==> config.mk <==
export PLATFORM = sky130hd
export DESIGN_NAME = mjp_panel
export DESIGN_NICKNAME = d
export VERILOG_FILES = /design/src/mjp_pkg.sv /design/src/mjp_sat_ctr.sv /design/src/mjp_axis_jog.sv /design/src/mjp_panel.sv
export VERILOG_INCLUDE_DIRS = /design/src /design/src/src
export SDC_FILE = /design/constraint.sdc
export NUM_CORES = 1
export LEC_CHECK = 0
export BUFFER_PORTS_ARGS = -buffer_cell sky130_fd_sc_hd__buf_2
export CAP_MARGIN = 20
export CORE_ASPECT_RATIO = 0.5
export CORE_UTILIZATION = 30
export CTS_BUF_LIST = sky130_fd_sc_hd__clkbuf_16
export DETAILED_ROUTE_END_ITERATION = 8
export PLACE_DENSITY = 0.57
export SLEW_MARGIN = 0
export SYNTH_ARGS = -nofsm -noshare
export SYNTH_HDL_FRONTEND = slang
export SYNTH_SLANG_ARGS = --single-unit
==> constraint.sdc <==
create_clock -name clk_in -period 6.8 [get_ports clk_in]
set_input_delay 0.68 -clock clk_in [delete_from_list [all_inputs] [get_ports clk_in]]
set_output_delay 0.68 -clock clk_in [all_outputs]
set_load 0.02 [all_outputs]
==> src/mjp_map.svh <==
`ifndef MJP_MAP_SVH
`define MJP_MAP_SVH
// clock and motion figures
`define MJP_CLK_HZ 64'h989680
`define MJP_SEC_PER_MIN 64'h3C
`define MJP_STEP_NM 64'h2710
`define MJP_NM_PER_MM 64'hF4240
`define MJP_FAST_MM_MIN 64'h4B0
`define MJP_SLOW_MM_MIN 64'h96
`define MJP_PERIOD(r) (`MJP_CLK_HZ*`MJP_SEC_PER_MIN*`MJP_STEP_NM/((r)*`MJP_NM_PER_MM))
`define MJP_MS_PER_S 64'h3E8
`define MJP_REPEAT_MS 64'h1F4
`define MJP_SPIN_RAMP_MS 64'h64
`define MJP_MS_CYC(t) (`MJP_CLK_HZ*(t)/`MJP_MS_PER_S)
`define MJP_DECEL_STEPS 3'h4
// override limits, percent
`define MJP_OVR_MIN 7'h00
`define MJP_OVR_MAX 7'h6E
`define MJP_OVR_NOM 7'h64
`define MJP_OVR_STEP 7'h05
`define MJP_PCT_DIV 18'h00064
`define MJP_TENS 11'h00A
// spindle limits, rpm
`define MJP_SPIN_MIN 12'h000
`define MJP_SPIN_MAX 12'h7D0
`define MJP_SPIN_STEP 12'h00A
`endif

==> src/mjp_pkg.sv <==
package mjp_pkg;
   typedef enum logic [2:0] {M_IDLE, M_RUN, M_HALT, M_MANUAL, M_SIM} mjp_mode_t;
   typedef enum logic [1:0] {JOG_FAST, JOG_SLOW, JOG_STEP} mjp_rate_t;
   typedef struct packed {
      logic start; logic stop; logic manual_select_key;
      logic left; logic right; logic up; logic down;
      logic feed_dec; logic feed_inc; logic spin_dec; logic spin_inc;
      logic spin_start; logic spin_stop;
   } mjp_keys_t;
   typedef struct packed {
      logic manual; mjp_rate_t rate; logic feed_valid;
      logic [10:0] prog_feed; logic [10:0] ovr_feed;
   } mjp_disp_t;
   typedef struct packed {
      logic x_step; logic x_toward; logic z_step; logic z_toward;
   } mjp_axis_t;
   function automatic mjp_rate_t mjp_rate_succ(input mjp_rate_t r);
      unique case (r)
         JOG_FAST: mjp_rate_succ = JOG_SLOW;
         JOG_SLOW: mjp_rate_succ = JOG_STEP;
         default: mjp_rate_succ = JOG_FAST;
      endcase
   endfunction
endpackage

==> src/mjp_sat_ctr.sv <==
`timescale 1ns/1ns
`default_nettype none
module mjp_sat_ctr #(
   parameter int W = 7,
   parameter logic [W-1:0] MIN = '0,
   parameter logic [W-1:0] MAX = '1,
   parameter logic [W-1:0] STEP = 1,
   parameter logic [W-1:0] RST = '0
) (
   input wire logic clk_in,
   input wire logic rst_n_in,
   input wire logic inc_in,
   input wire logic dec_in,
   input wire logic load_in,
   input wire logic [W-1:0] load_val_in,
   output logic [W-1:0] val_out
);
   logic [W-1:0] val_r, val_nxt;
   always_comb begin
      val_nxt = val_r;
      if (load_in) begin
         // a programmed value outside the limits is clamped, never taken as is
         val_nxt = (load_val_in > MAX) ? MAX : ((load_val_in < MIN) ? MIN : load_val_in);
      end else if (inc_in && !dec_in) begin
         val_nxt = (val_r > MAX - STEP) ? MAX : val_r + STEP;
      end else if (dec_in && !inc_in) begin
         val_nxt = (val_r < MIN + STEP) ? MIN : val_r - STEP;
      end
   end
   always_ff @(posedge clk_in or negedge rst_n_in) begin
      if (!rst_n_in) val_r <= RST;
      else val_r <= val_nxt;
   end
   assign val_out = val_r;
endmodule // mjp_sat_ctr
`default_nettype wire

==> src/mjp_axis_jog.sv <==
`timescale 1ns/1ns
`default_nettype none
`include "mjp_map.svh"
module mjp_axis_jog import mjp_pkg::*; #(
   parameter int CW = 24,
   parameter int unsigned FAST_CYC = 5000,
   parameter int unsigned SLOW_CYC = 40000
) (
   input wire logic clk_in,
   input wire logic rst_n_in,
   input wire logic en_in,
   input wire mjp_rate_t rate_in,
   input wire logic toward_in,
   input wire logic away_in,
   output logic step_out,
   output logic toward_out
);
   typedef enum logic [1:0] {A_IDLE, A_RUN, A_DECEL} mjp_ast_t;
   mjp_ast_t st_r, st_nxt;
   logic [CW-1:0] cnt_r, cnt_nxt, base;
   logic [2:0] dn_r, dn_nxt;
   logic held, held_r, step_r, step_nxt, dir_r, dir_nxt;
   assign held = toward_in | away_in;
   assign base = (rate_in == JOG_SLOW) ? CW'(SLOW_CYC) : CW'(FAST_CYC);
   always_comb begin
      st_nxt = st_r;
      cnt_nxt = cnt_r;
      dn_nxt = dn_r;
      dir_nxt = dir_r;
      step_nxt = 1'h0;
      unique case (st_r)
         A_IDLE: if (en_in && held && !held_r) begin
            dir_nxt = toward_in;
            step_nxt = 1'h1;
            if (rate_in != JOG_STEP) begin
               st_nxt = A_RUN;
               cnt_nxt = base - CW'(1);
            end
         end
         A_RUN: if (!held || !en_in) begin
            st_nxt = A_DECEL;
            dn_nxt = 3'h0;
            cnt_nxt = (base << 1) - CW'(1);
         end else if (cnt_r == '0) begin
            step_nxt = 1'h1;
            cnt_nxt = base - CW'(1);
         end else begin
            cnt_nxt = cnt_r - CW'(1);
         end
         // each trailing step waits twice as long as the one before
         A_DECEL: if (cnt_r == '0) begin
            step_nxt = 1'h1;
            dn_nxt = dn_r + 3'h1;
            cnt_nxt = CW'(base << (dn_r + 3'h2)) - CW'(1);
            if (dn_r == `MJP_DECEL_STEPS - 3'h1) st_nxt = A_IDLE;
         end else begin
            cnt_nxt = cnt_r - CW'(1);
         end
      endcase
   end
   always_ff @(posedge clk_in or negedge rst_n_in) begin
      if (!rst_n_in) begin
         st_r <= A_IDLE;
         cnt_r <= '0;
         dn_r <= 3'h0;
         held_r <= 1'h0;
         step_r <= 1'h0;
         dir_r <= 1'h0;
      end else begin
         st_r <= st_nxt;
         cnt_r <= cnt_nxt;
         dn_r <= dn_nxt;
         held_r <= held;
         step_r <= step_nxt;
         dir_r <= dir_nxt;
      end
   end
   assign step_out = step_r;
   assign toward_out = dir_r;
endmodule // mjp_axis_jog
`default_nettype wire

==> src/mjp_panel.sv <==
`timescale 1ns/1ns
`default_nettype none
`include "mjp_map.svh"
module mjp_panel import mjp_pkg::*; #(
   parameter int unsigned FAST_CYC = 32'(`MJP_PERIOD(`MJP_FAST_MM_MIN)),
   parameter int unsigned SLOW_CYC = 32'(`MJP_PERIOD(`MJP_SLOW_MM_MIN)),
   parameter int unsigned REPEAT_CYC = 32'(`MJP_MS_CYC(`MJP_REPEAT_MS)),
   parameter int unsigned SPIN_RAMP_CYC = 32'(`MJP_MS_CYC(`MJP_SPIN_RAMP_MS)),
   parameter int CW = 24
) (
   input wire logic clk_in,
   input wire logic resetn_in,
   input wire mjp_keys_t keys_in,
   input wire logic sim_req_in,
   input wire logic prog_end_in,
   input wire logic block_done_in,
   input wire logic spin_prog_load_in,
   input wire logic [10:0] prog_feed_in,
   input wire logic [11:0] prog_spin_in,
   output mjp_mode_t mode_out,
   output mjp_disp_t disp_out,
   output logic [10:0] feed_out,
   output logic [11:0] spin_speed_out,
   output logic spin_on_out,
   output logic sim_fast_out,
   output mjp_axis_t axis_out
);
   // reset release through two flops
   logic rst_meta_r, rst_n_r;
   always_ff @(posedge clk_in or negedge resetn_in) begin
      if (!resetn_in) begin
         rst_meta_r <= 1'h0;
         rst_n_r <= 1'h0;
      end else begin
         rst_meta_r <= 1'h1;
         rst_n_r <= rst_meta_r;
      end
   end

   // key press edges; inputs taken as already synchronous
   mjp_keys_t keys_r, keys_nxt, press;
   assign press = mjp_keys_t'(keys_in & ~keys_r);
   always_comb begin
      keys_nxt = keys_in;
   end
   always_ff @(posedge clk_in or negedge rst_n_r) begin
      if (!rst_n_r) keys_r <= '0;
      else keys_r <= keys_nxt;
   end

   // operating mode and jog rate
   mjp_mode_t mode_r, mode_nxt;
   mjp_rate_t rate_r, rate_nxt;
   logic [CW-1:0] rep_r, rep_nxt;
   logic rep_tick;
   assign rep_tick = (mode_r == M_MANUAL) && keys_r.manual_select_key
      && keys_in.manual_select_key && (rep_r == CW'(REPEAT_CYC - 1));
   always_comb begin
      mode_nxt = mode_r;
      rate_nxt = rate_r;
      rep_nxt = '0;
      unique case (mode_r)
         M_IDLE: begin
            if (press.start) mode_nxt = M_RUN;
            else if (sim_req_in) mode_nxt = M_SIM;
         end
         M_RUN: begin
            if (press.stop) mode_nxt = M_HALT;
            else if (prog_end_in) mode_nxt = M_IDLE;
         end
         M_HALT: begin
            if (press.start) begin
               mode_nxt = M_RUN;
            end else if (press.manual_select_key) begin
               mode_nxt = M_MANUAL;
               rate_nxt = JOG_FAST;
            end
         end
         M_MANUAL: begin
            if (press.stop) begin
               mode_nxt = M_IDLE;
            end else if (press.manual_select_key || rep_tick) begin
               rate_nxt = mjp_rate_succ(rate_r);
            end
            // repeat timer runs only while the key stays down
            if (keys_in.manual_select_key && !press.manual_select_key && !rep_tick)
               rep_nxt = rep_r + CW'(1);
         end
         M_SIM: begin
            if (press.stop) mode_nxt = M_IDLE;
         end
         default: mode_nxt = M_IDLE;
      endcase
   end
   always_ff @(posedge clk_in or negedge rst_n_r) begin
      if (!rst_n_r) begin
         mode_r <= M_IDLE;
         rate_r <= JOG_FAST;
         rep_r <= '0;
      end else begin
         mode_r <= mode_nxt;
         rate_r <= rate_nxt;
         rep_r <= rep_nxt;
      end
   end
   assign mode_out = mode_r;

   // feed override percentage
   logic [6:0] pct_w;
   logic run;
   assign run = (mode_r == M_RUN);
   mjp_sat_ctr #(
      .W(7),
      .MIN(`MJP_OVR_MIN),
      .MAX(`MJP_OVR_MAX),
      .STEP(`MJP_OVR_STEP),
      .RST(`MJP_OVR_NOM)
   ) u_feed_ovr (
      .clk_in(clk_in),
      .rst_n_in(rst_n_r),
      .inc_in(run && press.feed_inc),
      .dec_in(run && press.feed_dec),
      .load_in(block_done_in),
      .load_val_in(`MJP_OVR_NOM),
      .val_out(pct_w)
   );
   logic [17:0] feed_prod;
   logic [10:0] feed_ovr;
   assign feed_prod = prog_feed_in * pct_w;
   assign feed_ovr = 11'(feed_prod / `MJP_PCT_DIV);

   // spindle speed: held key ramps while running, value kept until a block reloads it
   logic [CW-1:0] ramp_r, ramp_nxt;
   logic ramp_tick, spin_held;
   logic [11:0] spin_w;
   assign spin_held = run && (keys_in.spin_inc ^ keys_in.spin_dec);
   assign ramp_tick = spin_held && (ramp_r == CW'(SPIN_RAMP_CYC - 1));
   always_comb begin
      ramp_nxt = '0;
      if (spin_held && !ramp_tick) ramp_nxt = ramp_r + CW'(1);
   end
   always_ff @(posedge clk_in or negedge rst_n_r) begin
      if (!rst_n_r) ramp_r <= '0;
      else ramp_r <= ramp_nxt;
   end
   mjp_sat_ctr #(
      .W(12),
      .MIN(`MJP_SPIN_MIN),
      .MAX(`MJP_SPIN_MAX),
      .STEP(`MJP_SPIN_STEP),
      .RST(`MJP_SPIN_MIN)
   ) u_spin_ovr (
      .clk_in(clk_in),
      .rst_n_in(rst_n_r),
      .inc_in(ramp_tick && keys_in.spin_inc),
      .dec_in(ramp_tick && keys_in.spin_dec),
      .load_in(spin_prog_load_in),
      .load_val_in(prog_spin_in),
      .val_out(spin_w)
   );

   // spindle run, simulation speed, outputs to drives and display
   logic spin_on_r, spin_on_nxt, sim_fast_r, sim_fast_nxt;
   logic [10:0] feed_r, feed_nxt;
   logic [11:0] spin_r, spin_nxt;
   mjp_disp_t disp_r, disp_nxt;
   always_comb begin
      spin_on_nxt = spin_on_r;
      // stop wins when both buttons land together
      if (press.spin_stop) spin_on_nxt = 1'h0;
      else if (press.spin_start) spin_on_nxt = 1'h1;
      sim_fast_nxt = sim_fast_r;
      if (mode_r == M_SIM && press.feed_inc && !press.feed_dec)
         sim_fast_nxt = 1'h1;
      else if (mode_r == M_SIM && press.feed_dec && !press.feed_inc)
         sim_fast_nxt = 1'h0;
      feed_nxt = feed_ovr;
      spin_nxt = spin_w;
      disp_nxt.manual = (mode_r == M_MANUAL);
      disp_nxt.rate = rate_r;
      disp_nxt.feed_valid = run;
      // display drops the units digit, so small overrides may not show
      disp_nxt.prog_feed = (prog_feed_in / `MJP_TENS) * `MJP_TENS;
      disp_nxt.ovr_feed = (feed_ovr / `MJP_TENS) * `MJP_TENS;
   end
   always_ff @(posedge clk_in or negedge rst_n_r) begin
      if (!rst_n_r) begin
         spin_on_r <= 1'h0;
         sim_fast_r <= 1'h0;
         feed_r <= 11'h000;
         spin_r <= 12'h000;
         disp_r <= '0;
      end else begin
         spin_on_r <= spin_on_nxt;
         sim_fast_r <= sim_fast_nxt;
         feed_r <= feed_nxt;
         spin_r <= spin_nxt;
         disp_r <= disp_nxt;
      end
   end
   assign spin_on_out = spin_on_r;
   assign sim_fast_out = sim_fast_r;
   assign feed_out = feed_r;
   assign spin_speed_out = spin_r;
   assign disp_out = disp_r;

   // manual jog, one axis each
   logic jog_en;
   assign jog_en = (mode_r == M_MANUAL);
   mjp_axis_jog #(
      .CW(CW),
      .FAST_CYC(FAST_CYC),
      .SLOW_CYC(SLOW_CYC)
   ) u_z_axis (
      .clk_in(clk_in),
      .rst_n_in(rst_n_r),
      .en_in(jog_en),
      .rate_in(rate_r),
      .toward_in(keys_in.left),
      .away_in(keys_in.right),
      .step_out(axis_out.z_step),
      .toward_out(axis_out.z_toward)
   );
   mjp_axis_jog #(
      .CW(CW),
      .FAST_CYC(FAST_CYC),
      .SLOW_CYC(SLOW_CYC)
   ) u_x_axis (
      .clk_in(clk_in),
      .rst_n_in(rst_n_r),
      .en_in(jog_en),
      .rate_in(rate_r),
      .toward_in(keys_in.up),
      .away_in(keys_in.down),
      .step_out(axis_out.x_step),
      .toward_out(axis_out.x_toward)
   );
endmodule // mjp_panel
`default_nettype wire

==> results of run 1 <==
## layer usage
metal  track usage (%)  up-vias
met1              21.9     9013
met4              5.05        0
met2              28.9      348
met5                 0        -
met3              1.88       68
li1                  -     9239
## flip-flops by register name, summed over array words and instances (netlist names), 2 cells and up
name and cells:
u_z_axis.cnt_r 24, keys_r 7, feed_out 11, ramp_r 24, rep_r 24, u_spin_ovr.val_out 12, rate_r 2, u_z_axis.dn_r 3
u_x_axis.st_r 2, mode_out 3, spin_speed_out 12, u_x_axis.dn_r 3, u_x_axis.cnt_r 24, u_feed_ovr.val_out 7, disp_out 24, u_z_axis.st_r 2
## cell type report
class	instances	area (um^2)
inverters	104	400
diodes	1	2.50
clock inverters	15	123
fillers	5985	35800
well taps	812	1020
repair buffers	508	3750
flip-flops and latches	194	4860
clock buffers	17	425
multi-input cells	1899	13800
## worst max-delay path: cells and delay by family, from the launching register on
kind | cells | cell delay (ns)
and+or+nand+nor | 10 | 1.79
buffers and inverters | 9 | 0.84
adders and majority gates | 9 | 3.24
DFF | 1 | 0.47
AOI/OAI and AO/OA | 25 | 5.31
xor gates and xnor gates | 1 | 0.13
## cells in the final DEF (no fill, tap or decap), drive strengths merged, types with 15 or more instances in the layout
cell type | Yosys | layout
buf | 30 | 507
nand2 | 246 | 246
nor2 | 230 | 230
dfrtp | 191 | 191
o21ai | 174 | 174
a21oi | 169 | 169
inv | 102 | 110
ha | 93 | 93
nand3 | 90 | 90
and2 | 75 | 75
xnor2 | 72 | 72
nor3 | 65 | 65
xor2 | 62 | 62
fa | 46 | 46
a31oi | 32 | 32
and3 | 31 | 31
nand4 | 30 | 30
o211ai | 29 | 29
a211oi | 28 | 28
nand2b | 26 | 26
nor4 | 26 | 26
o31ai | 20 | 20
clkbuf | 92 | 17
o22ai | 17 | 17
a21o | 16 | 16
nor2b | 16 | 16
or2 | 16 | 16
a22oi | 15 | 15
## cells by family after synthesis
family,Yosys count
other,2
xor gates and xnor gates,134
DFF,194
and+or+nand+nor,916
muxes,19
buffers and inverters,226
adders and majority gates,142
AOI/OAI and AO/OA,684
## stage by stage
| stage | hold WS, ns | setup slack [ns] |
|---|---|---|
| floorplan | 0.331 | -5.12 |
| global placement | 0.338 | -5.38 |
| detailed placement | 0.348 | -5.67 |
| CTS | 0.311 | -5.00 |
| global route | 0.315 | -5.57 |
| finish | 0.331 | -5.07 |
## timing repair
item / 4_1_cts / 5_1_grt
endpoints found under the hold margin: 2 / 0
pin swaps: 72 / 54
gates resized for setup: 93 / 73
hold buffers: 1 / 0
endpoints found under the setup margin: 18 / 18
setup buffers: 50 / 24
gates cloned: 1 / 0
## worst paths after layout
| check | depth (start not counted) | slack, ns | to | from |
|---|---|---|---|---|
| hold reg to reg | 0 | 0.36 | rst_n_r | rst_meta_r |
| hold / removal | 1 | 0.33 | keys_r[1] | keys_in[1] |
| max in group asynchronous | 1 | 5.15 | feed_out[9] | rst_n_r |
| setup / recovery | 54 | -5.07 | disp_out[10] | u_feed_ovr.val_out[1] |
| setup reg to reg | 54 | -5.07 | disp_out[10] | u_feed_ovr.val_out[1] |
| min in group asynchronous | 0 | 0.40 | u_z_axis.toward_out | rst_n_r |
==> flow_summary.toml, run 1 <==
[status]
outcome = "finished, violations left"
violations = "setup timing"

[global_route]
gr-total-overflow = 0
grt_pass1_vias = 18200
track_usage_pct = 16.7
grt_first_pass_wirelength_um = 88900
antenna_found_initial = 0
grt_max_degree = 137

[placement]
placed_area_um2 = 22500
hpwl_um = 38500
place_congestion = 0.874
dp.cells = 3446
port_buffers = 97

[floorplan]
fp.dieH_um = 178
core_um2 = 60100
die_area_um2 = 62800
chipWidth_um = 353
rows = 63
io_pins = 100
start_util_pct = 30.8

[worst_setup_path]
path_class = "reg2reg"
slowest_stage = "fa_1"
crit_required_ns = 7.18
path_max_fanout = 8
cp_slowest_stage_delay_ns = 0.54
crit_path_start_kind = "flip-flop"
end_kind = "flip-flop"
worst_ep_arrival_time_ns = 12.25
crit_top_cell = "fa_1"

[sta]
final_max_slew_viol_count = 0
hold_viol = 0
slew_headroom_pct = 33.5
setup_ws_ns = -5.07
finalCritPeriodShare_pct = 174
min_period_ns = 11.87
skew_ns = 0.0178
worst_pin_slew_ns = 0.997
tns_ns = -59.23
rsz0062_at_grt = "true"
setup-violations-final = 18
fmax_mhz = 84.3

[cts]
insertion_delay_ns = 0.46
cts_buffer_depth = 2
cts_buffers = 17
clk_pin_slew_ns = 0.08
ctsHtreeMaxLevel = 4
cts_tree = "built"
clkSinkCount = 194
cts_root_buf = "clkbuf_16"

[cells_and_area]
final_nets = 2905
drive_gt1_share_pct = 27.3
final_core_util_pct = 40.5
final_area_um2 = 24400
area_growth_syn_to_layout_pct = 31.7
stdcell_count = 3550

[yosys]
synth_edf_count = 0
synthSimpleGateAreaFrac_pct = 24.5
synth_top_cell_by_area = "dfrtp_1"
synthDistinctLibCells = 121
ys_top_cells_by_area = "dfrtp_1 26%, ha_1 6.3%, fa_1 5.0%, nand2_1 5.0%, nor2_1 4.6%"
synth_top_family_by_area = "compound AO/OA/AOI/OAI gates"
synth_ff_type = "dfrtp_1"
synthXorXnorAreaFrac_pct = 6.34
async_flop_share_pct = 100
muxShareOfSynthArea_pct = 1.16
synthesis.instances = 2317
synth-seq-cells = 194
yosysSeqAreaShare_pct = 26.2
synth_top_area_share_pct = 25.8
yosysMostFrequentCell = "nand2_1"
synth.avg_cell_area_um2 = 7.99
synth-adder-area-share_pct = 11.4
synth-compound-area-share_pct = 25.4
synth_warnings = 0
syn_area_um2 = 18500
synthTopCellsByCount = "245 x nand2_1, 228 x nor2_1, 191 x dfrtp_1, 163 x a21oi_1, 162 x o21ai_0"

[detailed_routing]
via_per_inst = 5.26
drc = 0
top_layer = "met4"
route.vias.total = 18700
finalWirelength_um = 52700
post_drt_wl_per_cell_um = 14.9
wl_met3_um = 1720
first_pass_iters = 8
route.met2.wl_um = 25500
wl_met1_um = 24500
ant_nets = 0
initialDrtViolationCount = 1359

[job]
max_cap_violations = 0

[min_path]
hold_path_class = "in2reg"
Power of run 1 is left out: the tool's default activity adds up to more than one toggle a clock period on the data nets, which glitch-free logic cannot reach.
==> run 2, diff against run 1 <==
--- a/config.mk
+++ b/config.mk
@@ -9,10 +9,12 @@
 export BUFFER_PORTS_ARGS = -buffer_cell sky130_fd_sc_hd__buf_2
 export CAP_MARGIN = 20
 export CORE_ASPECT_RATIO = 0.5
+export CORE_MARGIN = 2
 export CORE_UTILIZATION = 30
 export CTS_BUF_LIST = sky130_fd_sc_hd__clkbuf_16
 export DETAILED_ROUTE_END_ITERATION = 8
 export PLACE_DENSITY = 0.57
+export REMOVE_ABC_BUFFERS = 1
 export SLEW_MARGIN = 0
 export SYNTH_ARGS = -nofsm -noshare
 export SYNTH_HDL_FRONTEND = slang
==> run 2 against run 1 <==
  * Final area rose by 1.2%
  * The run still ends with setup timing left
  * Final cell count rose by 0.65%
  * Critical endpoint unchanged
  * Sequential cell count did not move
  * Die area rose by 1.7%
  * Critical path type unchanged
==> flow_summary.toml, run 2 (synthesis gave the netlist of run 1 again) <==
[cells_and_area]
final_core_util_pct = 40.4
antenna_cells_inserted = 0
drive_gt1_share_pct = 28.5
final_nets = 2916
layout_common_cells = "362 x buf_4, 237 x nand2_1, 218 x nor2_1"
final_common_cell = "buf_4"
area_growth_syn_to_layout_pct = 33.2

[placement]
port_buffers = 97
place_congestion = 0.874
dp_slack_ns = -5.90
hpwl_um = 39700

[detailed_routing]
ant_nets = 0
initialDrtViolationCount = 1229
finalWirelength_um = 54700
route.vias.total = 18800
post_drt_wl_per_cell_um = 15.3
drc = 0
first_pass_iters = 5
via_per_inst = 5.25

[sta]
min_period_ns = 11.89
finalCritPeriodShare_pct = 175
setup_ws_ns = -5.09
hold_viol = 0
setup-violations-final = 18
skew_ns = 0.0129
final_max_slew_viol_count = 0
rsz0062_at_grt = "true"
fmax_mhz = 84.1
worst_pin_slew_ns = 0.979
slew_headroom_pct = 34.5

[global_route]
antenna_found_initial = 0
grt_first_pass_wirelength_um = 91600
track_usage_pct = 16.9
gr-total-overflow = 0
grt_max_degree = 169
grt_pass1_vias = 18500

[worst_setup_path]
worstRegToRegCells = 54
crit_path_start_kind = "flip-flop"
slowest_stage = "fa_2"
path_max_fanout = 7
r2r_slack_ns = -5.09
rr_startpoint = "u_feed_ovr.val_out[1]"
crit_required_ns = 7.18
cp_slowest_stage_delay_ns = 0.59
worst_ep_arrival_time_ns = 12.27
end_kind = "flip-flop"
critPathTopFamily = "compound AO/OA/AOI/OAI gates"
rr_endpoint = "disp_out[10]"
crit_top_cell = "buf_4"
path_class = "reg2reg"
cp.buffers_inverters = 10

[cts]
clkSinkCount = 194
clk_pin_slew_ns = 0.08
insertion_delay_ns = 0.46
ctsHtreeMaxLevel = 4
cts_buffers = 17
cts_buffer_depth = 2
cts_root_buf = "clkbuf_16"
cts_tree = "built"

[floorplan]
fp.dieH_um = 180
rows = 64
chipWidth_um = 355
die_area_um2 = 63900
start_util_pct = 30.3
core_um2 = 61100
io_pins = 100

[job]
max_cap_violations = 0

[min_path]
hold_path_class = "reg2async"

[status]
violations = "setup timing"
outcome = "finished, violations left"
run 2: changes by cell type in the layout (fill, tap and decap cells not counted), moves of 4 or more:
cell,before,now
buf_6,27,56
buf_4,376,362
bufinv_16,0,4
nand2_1,243,237
and2_4,11,15
and2_1,63,58
run 2: routing by layer:
metal	routed length, um	vias up	GRT usage, %
met2	26400	365	29.2
met1	25400	9074	22.3
met4	1150	0	4.56
met3	1780	77	2.09
li1	-	9254	-
met5	0	-	0
run 2: stage by stage:
step           setup TNS [ns]  cell area [um^2]  hold slack [ns]  instances
6_report               -61.32             24700            0.241       3573
4_1_cts                -58.11             24200            0.266       3556
3_5_place_dp           -72.56             22100            0.261       3455
2_1_floorplan          -75.34             18000            0.331       2196
5_1_grt                -69.47             24700            0.288       3573
3_3_place_gp           -70.39             22100            0.254       3455
run 2: layout make-up:
cell class	count	area, um^2
clock buffers	17	425
clock inverters	15	203
well taps	825	1030
repair buffers	519	3890
inverters	104	398
flip-flops and latches	194	4870
fillers	6124	36400
multi-input cells	1899	13900
run 2: worst register-to-register path: cells and delay by family (launching register included):
| kind | cells | cell delay (ns) |
|---|---|---|
| adder cells (fa/ha/maj) | 9 | 3.20 |
| XOR/XNOR | 1 | 0.13 |
| AO/OA/AOI/OAI | 23 | 4.93 |
| flip-flops | 1 | 0.48 |
| buffers and inverters | 10 | 1.42 |
| AND/OR/NAND/NOR | 11 | 1.66 |
run 2: worst max path at each step:
stage                                from      endpoint  slack (ns)  cells after the start
global route        u_feed_ovr.val_out[1]  disp_out[10]       -5.68                     54
finish              u_feed_ovr.val_out[1]  disp_out[10]       -5.09                     54
global placement          prog_feed_in[3]  disp_out[10]       -5.71                     51
floorplan                 prog_feed_in[4]  disp_out[10]       -6.26                     50
detailed placement        prog_feed_in[3]  disp_out[10]       -5.90                     52
CTS                 u_feed_ovr.val_out[1]  disp_out[10]       -4.88                     54
run 2: what timing repair did:
| item | 4_1_cts | 5_1_grt |
|---|---|---|
| pin swaps | 128 | 44 |
| buffers inserted | 80 | 17 |
| hold buffers | 1 | 0 |
| gates cloned | 2 | 0 |
| endpoints found under the setup margin | 18 | 18 |
| hold endpoints to repair | 2 | 0 |
| resized for setup | 216 | 60 |
Power of run 2 is left out for the same reason.
==> run 3, diff against run 2 <==
--- a/config.mk
+++ b/config.mk
@@ -10,10 +10,10 @@
 export CAP_MARGIN = 20
 export CORE_ASPECT_RATIO = 0.5
 export CORE_MARGIN = 2
-export CORE_UTILIZATION = 30
+export CORE_UTILIZATION = 45
 export CTS_BUF_LIST = sky130_fd_sc_hd__clkbuf_16
 export DETAILED_ROUTE_END_ITERATION = 8
-export PLACE_DENSITY = 0.57
+export PLACE_DENSITY = 0.74
 export REMOVE_ABC_BUFFERS = 1
 export SLEW_MARGIN = 0
 export SYNTH_ARGS = -nofsm -noshare
==> run 3 against run 2 <==
  * The flow still finishes with violations (setup timing)
  * Utilization up 19 points
  * Clock skew increased by 0.011 ns
  * Worst setup slack got worse by 0.19 ns
  * Clock-buffer cell count unchanged
  * Final cell count fell by 8.0%
  * First-iteration DRC count increased by 35%
  * Fmax shrank 1.5%
  * Global-route usage up 8.1 points
  * Largest cell class unchanged
==> flow_summary.toml, run 3 (synthesis gave the netlist of run 1 again) <==
[detailed_routing]
post_drt_wl_per_cell_um = 16.8
ant_nets = 0
route.vias.total = 19300
finalWirelength_um = 55400
via_per_inst = 5.89
initialDrtViolationCount = 1665
drc = 0
first_pass_iters = 6

[min_path]
hold_path_class = "reg2async"

[sta]
fmax_mhz = 82.8
setup_ws_ns = -5.27
finalCritPeriodShare_pct = 178
min_period_ns = 12.07
setup-violations-final = 17
final_max_slew_viol_count = 0
slew_headroom_pct = 35.0
worst_pin_slew_ns = 0.973
rsz0062_at_grt = "true"
fin_hold_ws_ns = 0.211
hold_viol = 0
skew_ns = 0.0234

[cells_and_area]
n_fill_cell = 3410
stdcell_count = 3286
final_core_util_pct = 59.5
layout_common_cells = "384 x buf_4, 240 x nand2_1, 218 x nor2_1"
regArea_um2 = 4860
final_common_cell = "buf_4"
drive_gt1_share_pct = 27.9
multi_input_area_um2 = 13800
final_area_um2 = 24100
final_nets = 2913
area_growth_syn_to_layout_pct = 30.1

[cts]
ctsHtreeMaxLevel = 4
cts_buffer_depth = 2
cts_buffers = 17
insertion_delay_ns = 0.46
clk_pin_slew_ns = 0.08
clkSinkCount = 194
cts_root_buf = "clkbuf_16"
cts_tree = "built"

[placement]
place_congestion = 0.915
hpwl_um = 39100
dp.cells = 3178
port_buffers = 97
placed_area_um2 = 21800

[global_route]
grt_max_degree = 77
grt_first_pass_wirelength_um = 90400
grt_pass1_vias = 18800
antenna_found_initial = 1
gr-total-overflow = 0
track_usage_pct = 25.0

[worst_setup_path]
crit_path_start_kind = "flip-flop"
crit_required_ns = 7.17
critPathTopFamily = "compound AO/OA/AOI/OAI gates"
end_kind = "flip-flop"
path_class = "reg2reg"
slowest_stage = "fa_1"
r2r_slack_ns = -5.27
worstRegToRegCells = 55
path_max_fanout = 11
cp_slowest_stage_delay_ns = 0.53
cp.buffers_inverters = 10
rr_startpoint = "u_feed_ovr.val_out[1]"
worst_ep_arrival_time_ns = 12.44
rr_endpoint = "disp_out[10]"

[floorplan]
chipWidth_um = 291
start_util_pct = 45.7
rows = 52
die_area_um2 = 42900
fp.dieH_um = 147
io_pins = 100
core_um2 = 40500

[status]
violations = "setup timing"
outcome = "finished, violations left"

[job]
max_cap_violations = 0
-- run 3: cell types whose count changed in the layout (fill, tap and decap cells not counted), moves of 5 or more --
cell and delta:
a21oi_1 -5, a21oi_2 +6, and2_1 +7, and2_4 -7
buf_4 +22, buf_6 -24
-- run 3: area by class of cell --
class                      count  area share (%)
clock buffer                  17            1.76
clock inverter                15           0.747
tap                          540            2.80
multi-input combinational   1898            57.1
antenna                        1          0.0104
inverter                     104            1.65
sequential                   194            20.2
timing repair buffer         517            15.8
-- run 3: worst max path at each step --
stage               cells past startpoint                  start  slack [ns]            to
floorplan                              50        prog_feed_in[4]       -6.26  disp_out[10]
global placement                       54        prog_feed_in[3]       -5.52  disp_out[10]
detailed placement                     51        prog_feed_in[3]       -5.84  disp_out[10]
CTS                                    55  u_feed_ovr.val_out[1]       -4.91  disp_out[10]
global route                           57  u_feed_ovr.val_out[1]       -5.71  disp_out[10]
finish                                 55  u_feed_ovr.val_out[1]       -5.27  disp_out[10]
-- run 3: timing repair --
action	in CTS	in global routing
endpoints found under the hold margin	2	0
setup buffers	59	20
endpoints found under the setup margin	18	18
hold buffers	1	0
gates resized for setup	181	51
pin swaps	120	47
-- run 3: metal layers --
metal | track usage (%) | share of wire, % | up-vias
li1 | - | - | 9240
met1 | 32.2 | 44 | 9328
met2 | 43.7 | 49 | 661
met3 | 3.58 | 5.1 | 116
met4 | 7.98 | 2.7 | 0
met5 | 0 | 0 | -
-- run 3: through the flow --
stage               TNS (ns)  worst slack (ns)
detailed placement    -71.75             -5.84
floorplan             -75.34             -6.26
CTS                   -56.85             -4.91
global placement      -67.56             -5.52
global route          -67.84             -5.71
finish                -62.09             -5.27
Power of run 3 is left out for the same reason.
